## config.mk

```make
export PLATFORM = sky130hd
export DESIGN_NAME = hcsd_strap_detect
export DESIGN_NICKNAME = d
export VERILOG_FILES = /design/src/hcsd_pkg.sv /design/src/hcsd_chirp_if.sv /design/src/hcsd_chirp_timer.sv /design/src/hcsd_strap_detect.sv
export SDC_FILE = /design/constraint.sdc
export NUM_CORES = 1
export LEC_CHECK = 0
export BUFFER_PORTS_ARGS = -buffer_cell sky130_fd_sc_hd__buf_4
export CORE_ASPECT_RATIO = 1.4
export CORE_MARGIN = 5
export CORE_UTILIZATION = 52
export DETAILED_ROUTE_END_ITERATION = 8
export MAX_ROUTING_LAYER = met4
export PLACE_DENSITY = 0.75
export SLEW_MARGIN = 20
export SYNTH_ARGS = -nofsm -noshare
export SYNTH_HDL_FRONTEND = slang
export SYNTH_SLANG_ARGS = --single-unit
```

## constraint.sdc

```tcl
create_clock -name mclk -period 1.7 [get_ports mclk]
set_input_delay 0.17 -clock mclk [delete_from_list [all_inputs] [get_ports mclk]]
set_output_delay 0.17 -clock mclk [all_outputs]
set_load 0.02 [all_outputs]
```

## src/hcsd_pkg.sv

```systemverilog
// Purpose: Shared constants and types of the high-speed conditioner strap and flag logic
// Assumes: mclk at 10 MHz
// Notes: Chirp bounds are converted to cycle counts here
//
// Summary of operation
// - The AC boost select level is captured once, right after reset release, and later changes are ignored.
// - Changes on the AC boost select pin during operation have no effect; the latched setting stays.
// - The AC boost select input decodes to one of four boost settings.
// - A floating AC boost select pin at reset release selects the maximum AC boost.
// - Outside I2C mode the shared level_a pin is read at reset as a three-level Level_a strap.
// - Level_a decode: pin high gives 80 mV, floating gives 60 mV, low gives 40 mV.
// - In I2C mode the level_a pin is neither sampled as a strap nor driven with the flag.
// - After reset, outside I2C mode, the level_a pin becomes the output of the high-speed-mode flag.
// - The flag rises after a test fixture is seen from the unconnected state and a test packet follows.
// - The flag rises on squelch detection after a bus reset that ended in a good high-speed handshake.
// - A good handshake is one chirp J followed by one chirp K, each lasting 18 us to 128 us.
// - While the reset pin is low the block stays in reset and runs only when it is high.
// - I2C mode is chosen only when both I2C lines are pulled up at reset, otherwise strap mode.
// - In strap mode the connect-detect flag rises on a pull-up seen while unconnected and falls on disconnect.
package hcsd_pkg;

    localparam int CLK_HZ = 10_000_000;
    localparam int CHIRP_MIN_NS = 18_000;
    localparam int CHIRP_MAX_NS = 128_000;
    localparam int CLK_NS = 1_000_000_000 / CLK_HZ;
    // Least time rounds up, longest time rounds down
    localparam int CHIRP_MIN_CYC = (CHIRP_MIN_NS + CLK_NS - 1) / CLK_NS;
    localparam int CHIRP_MAX_CYC = CHIRP_MAX_NS / CLK_NS;
    localparam int CHIRP_CNT_W = $clog2(CHIRP_MAX_CYC + 2);

    // Cycles after release before synchronised straps are valid
    localparam logic [1:0] STRAP_SETTLE = 2'h2;
    localparam logic [1:0] AC_BOOST_MAX = 2'h3;

    // Bit positions in the synchronised input vector
    localparam int SYNC_W = 15;
    localparam int B_ACL = 0;
    localparam int B_ACH = 1;
    localparam int B_ACOPEN = 2;
    localparam int B_LAIN = 3;
    localparam int B_LAOPEN = 4;
    localparam int B_SDA = 5;
    localparam int B_SCL = 6;
    localparam int B_PULLUP = 7;
    localparam int B_DISC = 8;
    localparam int B_BUSRST = 9;
    localparam int B_SQUELCH = 10;
    localparam int B_CHIRPJ = 11;
    localparam int B_CHIRPK = 12;
    localparam int B_FIXTURE = 13;
    localparam int B_TESTPKT = 14;
    localparam logic [SYNC_W-1:0] SYNC_RST = 15'h0000;

    typedef enum logic [1:0] {
        LEVEL_A_40MV = 2'b00,
        LEVEL_A_60MV = 2'b01,
        LEVEL_A_80MV = 2'b10
    } hcsd_level_a_t;

    typedef enum logic [2:0] {
        LNK_UNCONN = 3'b000,
        LNK_FIXTURE = 3'b001,
        LNK_CONN = 3'b010,
        LNK_HSHAKE = 3'b011,
        LNK_SQWAIT = 3'b100,
        LNK_HS = 3'b101
    } hcsd_link_t;

    typedef enum logic [1:0] {
        CHP_IDLE = 2'b00,
        CHP_J = 2'b01,
        CHP_K = 2'b10
    } hcsd_chirp_t;

endpackage

```

## src/hcsd_chirp_if.sv

```systemverilog
// Purpose: Carrier between the link controller and the chirp timer
// Assumes: Same clock on both sides
// Notes: pass and fail are one-cycle pulses
`timescale 1ns/1ps
interface hcsd_chirp_if;
    logic start;
    logic abort;
    logic chirpJ;
    logic chirpK;
    logic pass;
    logic fail;

    modport ctrl (output start, output abort, output chirpJ, output chirpK, input pass, input fail);
    modport timer (input start, input abort, input chirpJ, input chirpK, output pass, output fail);
endinterface

```

## src/hcsd_chirp_timer.sv

```systemverilog
// Purpose: Times one chirp J then one chirp K and judges the pair
// Assumes: Chirp levels already synchronised to mclk
// Notes: A chirp longer than the upper bound fails at once
`timescale 1ns/1ps
module hcsd_chirp_timer #(
    parameter int MIN_CYC = hcsd_pkg::CHIRP_MIN_CYC,
    parameter int MAX_CYC = hcsd_pkg::CHIRP_MAX_CYC,
    parameter int CNT_W = hcsd_pkg::CHIRP_CNT_W
) (
    input wire logic mclk,
    input wire logic arst_n,
    hcsd_chirp_if.timer chp
);
    import hcsd_pkg::*;

    localparam logic [CNT_W-1:0] MIN_C = CNT_W'(MIN_CYC);
    localparam logic [CNT_W-1:0] MAX_C = CNT_W'(MAX_CYC);
    localparam logic [CNT_W-1:0] ONE_C = CNT_W'(1);

    hcsd_chirp_t state, next_state;
    logic [CNT_W-1:0] count, next_count;
    logic pass, next_pass;
    logic fail, next_fail;

    logic inRange;
    assign inRange = (count >= MIN_C) && (count <= MAX_C);

    always_comb begin
        next_state = state;
        next_count = count;
        next_pass = 1'b0;
        next_fail = 1'b0;
        unique case (state)
            CHP_IDLE: begin
                next_count = '0;
                if (chp.start) begin
                    next_state = CHP_J;
                end
            end
            CHP_J: begin
                if (chp.chirpJ) begin
                    next_count = count + ONE_C;
                    if (count > MAX_C) begin
                        next_state = CHP_IDLE;
                        next_fail = 1'b1;
                    end
                end else if (count != '0) begin
                    next_count = '0;
                    if (inRange) begin
                        next_state = CHP_K;
                    end else begin
                        next_state = CHP_IDLE;
                        next_fail = 1'b1;
                    end
                end
            end
            CHP_K: begin
                if (chp.chirpK) begin
                    next_count = count + ONE_C;
                    if (count > MAX_C) begin
                        next_state = CHP_IDLE;
                        next_fail = 1'b1;
                    end
                end else if (count != '0) begin
                    next_state = CHP_IDLE;
                    next_pass = inRange;
                    next_fail = !inRange;
                end
            end
            default: begin
                next_state = CHP_IDLE;
            end
        endcase
        if (chp.abort) begin
            next_state = CHP_IDLE;
            next_pass = 1'b0;
            next_fail = 1'b0;
        end
    end

    always_ff @(posedge mclk or negedge arst_n) begin
        if (!arst_n) begin
            state <= CHP_IDLE;
            count <= '0;
            pass <= 1'b0;
            fail <= 1'b0;
        end else begin
            state <= next_state;
            count <= next_count;
            pass <= next_pass;
            fail <= next_fail;
        end
    end

    assign chp.pass = pass;
    assign chp.fail = fail;
endmodule // hcsd_chirp_timer

```

## src/hcsd_strap_detect.sv

```systemverilog
// Purpose: Strap capture, mode choice and high-speed / connect flags of the conditioner
// Assumes: Line events come from analog detectors as levels, asynchronous to mclk
// Notes: arst_n is the device reset pin itself
`timescale 1ns/1ps
module hcsd_strap_detect (
    input wire logic mclk,
    input wire logic arst_n,
    // AC boost select sense: resistor code and open-pin detect
    input wire logic [1:0] acBoostCode,
    input wire logic acBoostOpen,
    // Shared level_a pin
    input wire logic levelAIn,
    input wire logic levelAOpen,
    output logic levelAOut,
    output logic levelAOe,
    // I2C lines sensed for mode, SCL doubles as connect-detect output
    input wire logic sdaIn,
    input wire logic sclIn,
    output logic connectDetectOut,
    output logic connectDetectOe,
    // Line events
    input wire logic pullupSeen,
    input wire logic disconnectSeen,
    input wire logic busResetSeen,
    input wire logic squelchSeen,
    input wire logic chirpJSeen,
    input wire logic chirpKSeen,
    input wire logic fixtureSeen,
    input wire logic testPacketSeen,
    // Configuration results
    output logic [1:0] acBoostSetting,
    output hcsd_pkg::hcsd_level_a_t dcBoostSetting,
    output logic i2cMode,
    output logic strapDone,
    output logic hsModeFlag,
    output logic connectDetectFlag
);
    import hcsd_pkg::*;

    ////////////////////////////////////////////////////////////////////////////////
    // Input synchronisers
    logic [SYNC_W-1:0] syncRaw;
    logic [SYNC_W-1:0] syncMeta;
    logic [SYNC_W-1:0] syncIn;

    assign syncRaw = {testPacketSeen, fixtureSeen, chirpKSeen, chirpJSeen, squelchSeen, busResetSeen,
                      disconnectSeen, pullupSeen, sclIn, sdaIn, levelAOpen, levelAIn, acBoostOpen,
                      acBoostCode[1], acBoostCode[0]};

    always_ff @(posedge mclk or negedge arst_n) begin
        if (!arst_n) begin
            syncMeta <= SYNC_RST;
            syncIn <= SYNC_RST;
        end else begin
            syncMeta <= syncRaw;
            syncIn <= syncMeta;
        end
    end

    ////////////////////////////////////////////////////////////////////////////////
    // Strap senses after synchronisation
    logic [1:0] acCodeSync;
    logic acOpenSync;
    logic levelAHigh;
    logic levelAFloat;
    logic sdaUp;
    logic sclUp;
    logic i2cLinesUp;

    assign acCodeSync = {syncIn[B_ACH], syncIn[B_ACL]};
    assign acOpenSync = syncIn[B_ACOPEN];
    assign levelAHigh = syncIn[B_LAIN];
    assign levelAFloat = syncIn[B_LAOPEN];
    assign sdaUp = syncIn[B_SDA];
    assign sclUp = syncIn[B_SCL];
    assign i2cLinesUp = sdaUp && sclUp;

    ////////////////////////////////////////////////////////////////////////////////
    // Strap decode
    logic [1:0] acDecoded;
    hcsd_level_a_t dcDecoded;

    always_comb begin
        acDecoded = acCodeSync;
        if (acOpenSync) begin
            acDecoded = AC_BOOST_MAX;
        end
    end

    // Open-pin detect wins over the sensed level, which means nothing on a floating pin
    always_comb begin
        dcDecoded = LEVEL_A_40MV;
        if (levelAFloat) begin
            dcDecoded = LEVEL_A_60MV;
        end else if (levelAHigh) begin
            dcDecoded = LEVEL_A_80MV;
        end
    end

    ////////////////////////////////////////////////////////////////////////////////
    // Settle counter: the synchronisers need two edges before the straps are valid
    logic [1:0] settle, next_settle;
    logic next_strapDone;
    logic captureNow;

    assign captureNow = !strapDone && (settle == STRAP_SETTLE);

    always_comb begin
        next_settle = settle;
        next_strapDone = strapDone;
        if (!strapDone && settle != STRAP_SETTLE) begin
            next_settle = settle + 2'h1;
        end
        if (captureNow) begin
            next_strapDone = 1'b1;
        end
    end

    always_ff @(posedge mclk or negedge arst_n) begin
        if (!arst_n) begin
            settle <= 2'h0;
            strapDone <= 1'b0;
        end else begin
            settle <= next_settle;
            strapDone <= next_strapDone;
        end
    end

    ////////////////////////////////////////////////////////////////////////////////
    // Strap results, loaded once per reset (level_a setting only outside I2C mode) and then frozen
    logic [1:0] next_acBoostSetting;
    hcsd_level_a_t next_dcBoostSetting;
    logic next_i2cMode;

    always_comb begin
        next_acBoostSetting = acBoostSetting;
        next_dcBoostSetting = dcBoostSetting;
        next_i2cMode = i2cMode;
        if (captureNow) begin
            next_i2cMode = i2cLinesUp;
            next_acBoostSetting = acDecoded;
            if (!i2cLinesUp) begin
                next_dcBoostSetting = dcDecoded;
            end
        end
    end

    always_ff @(posedge mclk or negedge arst_n) begin
        if (!arst_n) begin
            acBoostSetting <= AC_BOOST_MAX;
            dcBoostSetting <= LEVEL_A_60MV;
            i2cMode <= 1'b0;
        end else begin
            acBoostSetting <= next_acBoostSetting;
            dcBoostSetting <= next_dcBoostSetting;
            i2cMode <= next_i2cMode;
        end
    end

    ////////////////////////////////////////////////////////////////////////////////
    // Chirp timer
    hcsd_chirp_if chp ();

    hcsd_chirp_timer #(
        .MIN_CYC(CHIRP_MIN_CYC),
        .MAX_CYC(CHIRP_MAX_CYC),
        .CNT_W(CHIRP_CNT_W)
    ) u_chirp_timer (
        .mclk(mclk),
        .arst_n(arst_n),
        .chp(chp)
    );

    ////////////////////////////////////////////////////////////////////////////////
    // Synchronised line events by name
    logic evPullup;
    logic evDisconnect;
    logic evBusReset;
    logic evSquelch;
    logic evChirpJ;
    logic evChirpK;
    logic evFixture;
    logic evTestPacket;

    assign evPullup = syncIn[B_PULLUP];
    assign evDisconnect = syncIn[B_DISC];
    assign evBusReset = syncIn[B_BUSRST];
    assign evSquelch = syncIn[B_SQUELCH];
    assign evChirpJ = syncIn[B_CHIRPJ];
    assign evChirpK = syncIn[B_CHIRPK];
    assign evFixture = syncIn[B_FIXTURE];
    assign evTestPacket = syncIn[B_TESTPKT];

    ////////////////////////////////////////////////////////////////////////////////
    // Link tracking
    hcsd_link_t link, next_link;
    logic running;
    logic disc;

    // Line events are ignored until the straps are in
    assign running = strapDone;
    assign disc = evDisconnect;
    assign chp.chirpJ = evChirpJ;
    assign chp.chirpK = evChirpK;
    assign chp.start = running && (link == LNK_CONN) && evBusReset;
    assign chp.abort = disc || (link != LNK_HSHAKE && link != LNK_CONN);

    always_comb begin
        next_link = link;
        if (running) begin
            unique case (link)
                LNK_UNCONN: begin
                    if (evFixture) begin
                        next_link = LNK_FIXTURE;
                    end else if (evPullup) begin
                        next_link = LNK_CONN;
                    end
                end
                LNK_FIXTURE: begin
                    if (evTestPacket) begin
                        next_link = LNK_HS;
                    end
                end
                LNK_CONN: begin
                    if (evBusReset) begin
                        next_link = LNK_HSHAKE;
                    end
                end
                LNK_HSHAKE: begin
                    if (chp.pass) begin
                        next_link = LNK_SQWAIT;
                    end else if (chp.fail) begin
                        next_link = LNK_CONN;
                    end
                end
                LNK_SQWAIT: begin
                    if (evSquelch) begin
                        next_link = LNK_HS;
                    end
                end
                // Further bus resets are ignored once in high speed
                LNK_HS: begin
                    next_link = LNK_HS;
                end
                default: begin
                    next_link = LNK_UNCONN;
                end
            endcase
            if (disc) begin
                next_link = LNK_UNCONN;
            end
        end
    end

    always_ff @(posedge mclk or negedge arst_n) begin
        if (!arst_n) begin
            link <= LNK_UNCONN;
        end else begin
            link <= next_link;
        end
    end

    ////////////////////////////////////////////////////////////////////////////////
    // High-speed and connect flags
    logic hsRaise;
    logic cdRaise;
    logic flagDrop;
    logic next_hsModeFlag;
    logic next_connectDetectFlag;

    assign hsRaise = running && ((link == LNK_FIXTURE && evTestPacket)
                                 || (link == LNK_SQWAIT && evSquelch));
    assign cdRaise = running && (link == LNK_UNCONN) && !evFixture && evPullup;
    // Disconnect outranks every raising event in the same cycle
    assign flagDrop = running && disc;

    always_comb begin
        next_hsModeFlag = hsModeFlag;
        next_connectDetectFlag = connectDetectFlag;
        if (hsRaise) begin
            next_hsModeFlag = 1'b1;
        end
        if (cdRaise) begin
            next_connectDetectFlag = 1'b1;
        end
        if (flagDrop) begin
            next_hsModeFlag = 1'b0;
            next_connectDetectFlag = 1'b0;
        end
    end

    always_ff @(posedge mclk or negedge arst_n) begin
        if (!arst_n) begin
            hsModeFlag <= 1'b0;
            connectDetectFlag <= 1'b0;
        end else begin
            hsModeFlag <= next_hsModeFlag;
            connectDetectFlag <= next_connectDetectFlag;
        end
    end

    ////////////////////////////////////////////////////////////////////////////////
    // Pin drivers
    assign levelAOe = strapDone && !i2cMode;
    assign levelAOut = hsModeFlag;
    assign connectDetectOe = strapDone && !i2cMode;
    assign connectDetectOut = connectDetectFlag;
endmodule // hcsd_strap_detect

```

**Word level (Yosys, flattened, before mapping)**

Cells that the tools add are included.

- Bits in registers: 58
- Input bits: 17
- Output and inout port bits: 12
- Word-level logic and storage cells: 113

- Add/sub/neg operators: 2
- $lt $le $gt $ge: 3
- Eq/ne operators: 21
- Mux-type cells: 41
- Bitwise logic cells: 1
- Reduce and logical (&&, ||, !) cells: 31

Operators by type and width:

| cell | number |
|---|---|
| 2-to-1 mux 11 bit | 3 |
| case mux 11 bit (3 select lines) | 1 |
| 2-to-1 mux 3 bit | 8 |
| 2-to-1 mux 2 bit | 11 |
| case mux 3 bit (6 select lines) | 1 |
| logical AND 1 bit | 15 |
| 2-to-1 mux 1 bit | 15 |
| != test 3 bit (second input constant) | 4 |
| adder 11 x 1 -> 11 bit (second input constant) | 1 |
| >= comparator 11 x 8 -> 1 bit (second input constant) | 1 |
| > comparator 11 bit (second input constant) | 1 |
| less-or-equal comparator 11 bit (second input constant) | 1 |
| nonzero test 11 bit | 1 |
| != test 3 x 2 -> 1 bit (second input constant) | 3 |
| != test 4 x 3 -> 1 bit (second input constant) | 2 |
| == test 3 x 2 -> 1 bit (second input constant) | 2 |
| == test 3 bit (second input constant) | 2 |
| case mux 2 bit (3 select lines) | 1 |
| AND reduction 3 bit | 2 |
| AND reduction 6 bit | 1 |
| == test 2 bit (second input constant) | 2 |
| logical NOT 1 bit | 4 |
| != test 2 bit (second input constant) | 2 |
| != test 4 x 2 -> 1 bit (second input constant) | 1 |
| 12 further kinds | 14 |

**Depth between registers and ports, before layout**

- Depth in word-level cells: 7
- Gate-level depth with buffers: 8
- Gate-level depth less buffers: 7

**Modules after synthesis**

From an unflattened synthesis, not the netlist that was laid out.

- Cell total of the unflattened synthesis: 227
- Area total of the unflattened synthesis: 2,608.8 µm²

By module, submodules not included:

| module | times used | cells each | area each (µm²) |
|---|---|---|---|
| hcsd_strap_detect | 1 | 108 | 1,508.9 |
| hcsd_chirp_timer | 1 | 119 | 1,099.8 |

**Least setup slack after synthesis**

Ideal clock, no wire load.

- Path type: flip-flop to flip-flop
- From: register u_chirp_timer.state[0]
- To: register u_chirp_timer.count[10]
- Data arrival time: 1.553 ns
- Required time: 1.635 ns
- Setup slack: 0.081 ns
- Stages on the path, launching flop included: 8
- Buffers on the path: 0
- Period minus slack after synthesis: 1.619 ns
- Cells stage by stage: dfrtp_1 -> inv_1 -> ha_1 -> nand2b_1 -> nor2b_1 -> o21ai_2 -> or4_1 -> nand2_1

- Longest elaborated chain between the ends: 3

RTL lines:

| what | RTL line | text |
|---|---|---|
| start: declaration | hcsd_chirp_timer.sv:20 | `hcsd_chirp_t state, next_state;` |
| start signal: assignment | hcsd_chirp_timer.sv:88 | `state <= next_state;` |
| == test 2 x 1 -> 1 bit (tied with other cells) | hcsd_chirp_timer.sv:33 | `unique case (state)` |
| != test 3 x 2 -> 1 bit (no source line) (tied with other cells) | - |  |
| AND reduction 3 bit (no source line) | - |  |
| end signal: assignment | hcsd_chirp_timer.sv:89 | `count <= next_count;` |
| end: declaration | hcsd_chirp_timer.sv:21 | `logic [CNT_W-1:0] count, next_count;` |

Several ways; a longest one is shown, not always the timed one.
A chain may end at the register's enable or synchronous reset.

**Worst setup path in the final report**

- From: register u_chirp_timer.count[1]
- To: register u_chirp_timer.count[1]

- Longest elaborated chain between the ends: 3

RTL lines:

| what | RTL line | text |
|---|---|---|
| adder 11 x 1 -> 11 bit or nonzero test 11 bit (tied branches) | hcsd_chirp_timer.sv:42, hcsd_chirp_timer.sv:59, hcsd_chirp_timer.sv:47 |  |
| 2-to-1 mux 11 bit (tied with other cells) | hcsd_chirp_timer.sv:58 | `if (chp.chirpK) begin` |
| case mux 11 bit (3 select lines) or AND reduction 3 bit (tied branches) | - |  |

Several ways; a longest one is shown, not always the timed one. The select of a mux whose other input is x is not followed.

==> out/results.tsv <==
stage	metric	value	unit
run_status	run status	finished with violations	
run_status	failing checks	negative setup slack	
hold_path	worst min path class	flop to flop	
timing	maximum clock rate	582	MHz
die	row cnt	30	
timing	Worst-Margin Slew	0.710	ns
final_layout	antenna cells	0	
logic_synthesis	Synth area leader	dfrtp_1	
hold_path	Worst Hold Depth	0	
pwr	maximum vdd ir drop	0.918	mV
final_layout	final std cell area, no fill	0.00345	mm²
setup_path	reg2reg setup slack	-0.02	ns
timing	min Tclk post-route	1.72	ns
setup_path	Slowest-stage cell, CP	dfrtp_1	
timing	post-route setup slack	-0.0184	ns
setup_path	FF-to-FF Start	u_chirp_timer.count[1]	
routing	Routed Antenna Nets	0	
pwr	internal power	2.43	mW
routing	drt wl/cell	15.1	µm
setup_path	Critical Path Sink Type	flop	
pwr	power per cell area	950	mW/mm²
setup_path	CP max stage delay	0.41	ns
logic_synthesis	synthesized cell area	0.00250	mm²
logic_synthesis	Post-Synthesis Cells	224	
timing	final hold vios	0	
routing	number of remaining DRC errors	0	
logic_synthesis	adder-cell share of the synthesized area	4.00	%
global_routing	antenna violations before repair	0	
timing	final count of pins violating max slew	0	
setup_path	r2r endpoint	u_chirp_timer.count[1]	
clock_network	Num CTS Buffers	9	
setup_path	worst path bufs/invs	2	
pwr	share of total power in combinational logic	14.0	%
routing	Vias/cell	5.43	
job	max-cap violations	0	
global_routing	vias in the first global route	1876	
logic_synthesis	async set or reset register ratio after synthesis	100	%
timing	setup TNS	-0.0250	ns
setup_path	Arr. time, crit path	1.95	ns
logic_synthesis	multiplexer area fraction after synthesis	0.450	%
global_routing	Tot GR Track Use	18.9	%
die	die area	0.00632	mm²
timing	Clock Skews	0.00815	ns
timing	final hold slack	0.343	ns
logic_synthesis	Synth Area in Simple Gates	18.8	%
timing	RSZ-0062 raised after global routing	yes	
logic_synthesis	Post-synth EDFFs	0	
routing	routed via count	1976	
logic_synthesis	top-count cell post-synth	dfrtp_1	
logic_synthesis	Synth top cells by count	55 x dfrtp_1, 21 x o21ai_0, 20 x nand2_1, 17 x nor2_1, 11 x inv_1	
setup_path	critical path launch point type	flop	
clock_network	Root Buffer	clkbuf_8	
placed_design	Area after DPL	0.00290	mm²
logic_synthesis	top cell type's share of synthesized area	55.0	%
final_layout	Nets	320	
logic_synthesis	Synth area leaders	dfrtp_1 55%, o21ai_0 4.2%, ha_1 4.0%	
clock_network	H-tree level count	3	
pwr	switching share of power	25.6	%
pwr	Leakage	1.58	nW
setup_path	CP top delay family	simple AND/OR/NAND/NOR gates	
die	Ports	29	
clock_network	Reg clk slew, reported paths	0.07	ns
clock_network	Clock Latency Late Sink	0.33	ns
die	Initial Utilization	52.5	%
pwr	clock share of power	39.0	%
final_layout	share of cells above drive strength 1	37.0	%
logic_synthesis	Seq/Total Area, Yosys	58.2	%
logic_synthesis	post-synth cell types	47	
logic_synthesis	syn_nets	249	
setup_path	critical path class	flop to flop	
pwr	sequential share of power	47.0	%
logic_synthesis	ys flop type	dfrtp_1	
logic_synthesis	largest family of logic cells by synthesized area	simple AND/OR/NAND/NOR gates	
placed_design	dpl ws	-0.106	ns
placed_design	placer congestion estimate	0.825	
die	core area	0.00477	mm²
placed_design	Post-DP HPWL	3410	µm
setup_path	R2R cell count	8	
setup_path	Data required, critical path	1.93	ns
pwr	sw power	0.839	mW
logic_synthesis	yosys warns	0	
timing	max_slew headroom	52.7	%
global_routing	largest net degree at the start of global routing	59	
final_layout	final core utilization	72.3	%
die	Die Ht	92.1	µm
routing	DR iter-0 viols	88	
final_layout	Layout area overhead	37.8	%
timing	final setup vio count	2	
routing	Post-Route WL	5480	µm
setup_path	CP Max Fanout	8	
placed_design	count of input and output buffers	28	
die	die width	68.6	µm
logic_synthesis	Seq cells post-synth	58	
logic_synthesis	Synth Area in XOR/XNOR	0.350	%
global_routing	global-route wire length before repair	8450	µm
hold_path	min-delay src	syncMeta[7]	
logic_synthesis	Compound-Gate Fraction of Synth Area	13.9	%
logic_synthesis	Synth Area per Inst	11.2	µm²
timing	period utilisation layout	101	%
hold_path	hold worst-path end	syncIn[7]	
global_routing	Overflow after GRT	0	
clock_network	clk sinks	58	
clock_network	CTS tree	yes	
clock_network	CTS Buffer Depth	2	
setup_path	critical path, cell by cell	inv_1 -> ha_2 -> nor4b_4 -> nand3_2 -> o21ai_4 -> buf_6 -> nand2_1 -> o31ai_2	
routing	TritonRoute pass-1 iters	5	
## cell families (layout without fill, tap and decap cells)
family | after synthesis | after routing
compound gates | 55 | 55
flops | 58 | 58
buf+inv | 22 | 98
mux | 1 | 1
fa+ha+maj | 8 | 8
simple gates | 79 | 79
xor+xnor | 1 | 1
## metal layers
layer	share of wire (%)	up-vias	global-route usage (%)
met5	0	-	-
met4	3.2	0	9.78
met3	3.9	18	4.41
met2	53	55	29.6
met1	39	970	22.0
li1	-	933	-
## worst max path at each step
stage	from	to	slack, ns	cells after the start
finish	u_chirp_timer.count[1]	u_chirp_timer.count[1]	-0.02	8
global route	u_chirp_timer.count[0]	u_chirp_timer.count[1]	-0.11	8
CTS	u_chirp_timer.state[0]	u_chirp_timer.state[0]	-0.01	7
detailed placement	u_chirp_timer.state[0]	u_chirp_timer.count[6]	-0.11	8
global placement	u_chirp_timer.count[1]	u_chirp_timer.count[2]	-0.02	8
floorplan	u_chirp_timer.state[0]	u_chirp_timer.count[10]	0.08	7
## flip-flops by register name, indices dropped and copies added (netlist names)
register and cells:
u_chirp_timer.chp.fail 1, settle 2, u_chirp_timer.state 2, dcBoostSetting 2, i2cMode 1, hsModeFlag 1, connectDetectFlag 1, u_chirp_timer.chp.pass 1
u_chirp_timer.count 11, syncIn 15, acBoostSetting 2, strapDone 1, syncMeta 15, link 3
## power groups by stage
stage          clock network [mW]  registers [mW]  logic (mW)
6_report                     1.28            1.54       0.457
5_1_grt                      1.36            1.55       0.500
4_1_cts                      1.30            1.54       0.444
3_5_place_dp                    0            1.56       0.413
3_3_place_gp                    0            1.56       0.401
2_1_floorplan                   0            1.55       0.273
## placed cells by master, fill, tap and decap left out, types with 2 or more instances in the layout
master / n
a21oi_1: 7
nor4_1: 2
ha_4: 2
inv_2: 2
and3_4: 2
dlygate4sd3_1: 16
a31oi_1: 6
dfstp_2: 3
inv_1: 9
dfrtp_1: 54
clkinvlp_4: 2
nand2b_1: 5
o21ai_0: 14
nand2_1: 18
nor4b_1: 2
and3_1: 2
buf_4: 50
nand3_1: 6
o21ai_2: 4
nand4_1: 3
ha_1: 3
or4_1: 2
and4_1: 2
o21ai_1: 4
buf_6: 5
clkbuf_8: 11
a21oi_2: 2
ha_2: 3
o31ai_2: 3
o31ai_1: 3
nand2_2: 3
nor2_1: 16
o21ai_4: 2
nor3_1: 3
nand3_2: 2
## metrics by stage
step	cells	total power [mW]
2_1_floorplan	224	1.83
3_3_place_gp	328	1.96
3_5_place_dp	328	1.98
4_1_cts	362	3.28
5_1_grt	364	3.41
6_report	364	3.27
## worst register-to-register path, cell delays in order (launching register included)
cell	delay, ns
dfrtp_1	0.41
inv_1	0.07
ha_2	0.15
nor4b_4	0.24
nand3_2	0.15
o21ai_4	0.29
buf_6	0.17
nand2_1	0.07
o31ai_2	0.07
## area by class of cell
| type | count | area [µm²] |
|---|---|---|
| clock inverter | 4 | 50.0 |
| multi-input combinational | 144 | 1070 |
| sequential | 58 | 1460 |
| inverter | 11 | 41.3 |
| timing repair buffer | 71 | 592 |
| clock buffer | 12 | 155 |
| fill | 327 | 1320 |
| tap | 64 | 80.1 |
## what timing repair did
item                                    4_1_cts  5_1_grt
pin swaps                                     3        9
endpoints found under the setup margin        9       14
hold buffers                                 16        0
endpoints found under the hold margin        70        0
buffers inserted                              2        2
gates resized for setup                       7       37
Power figures use the tool's default switching activity.
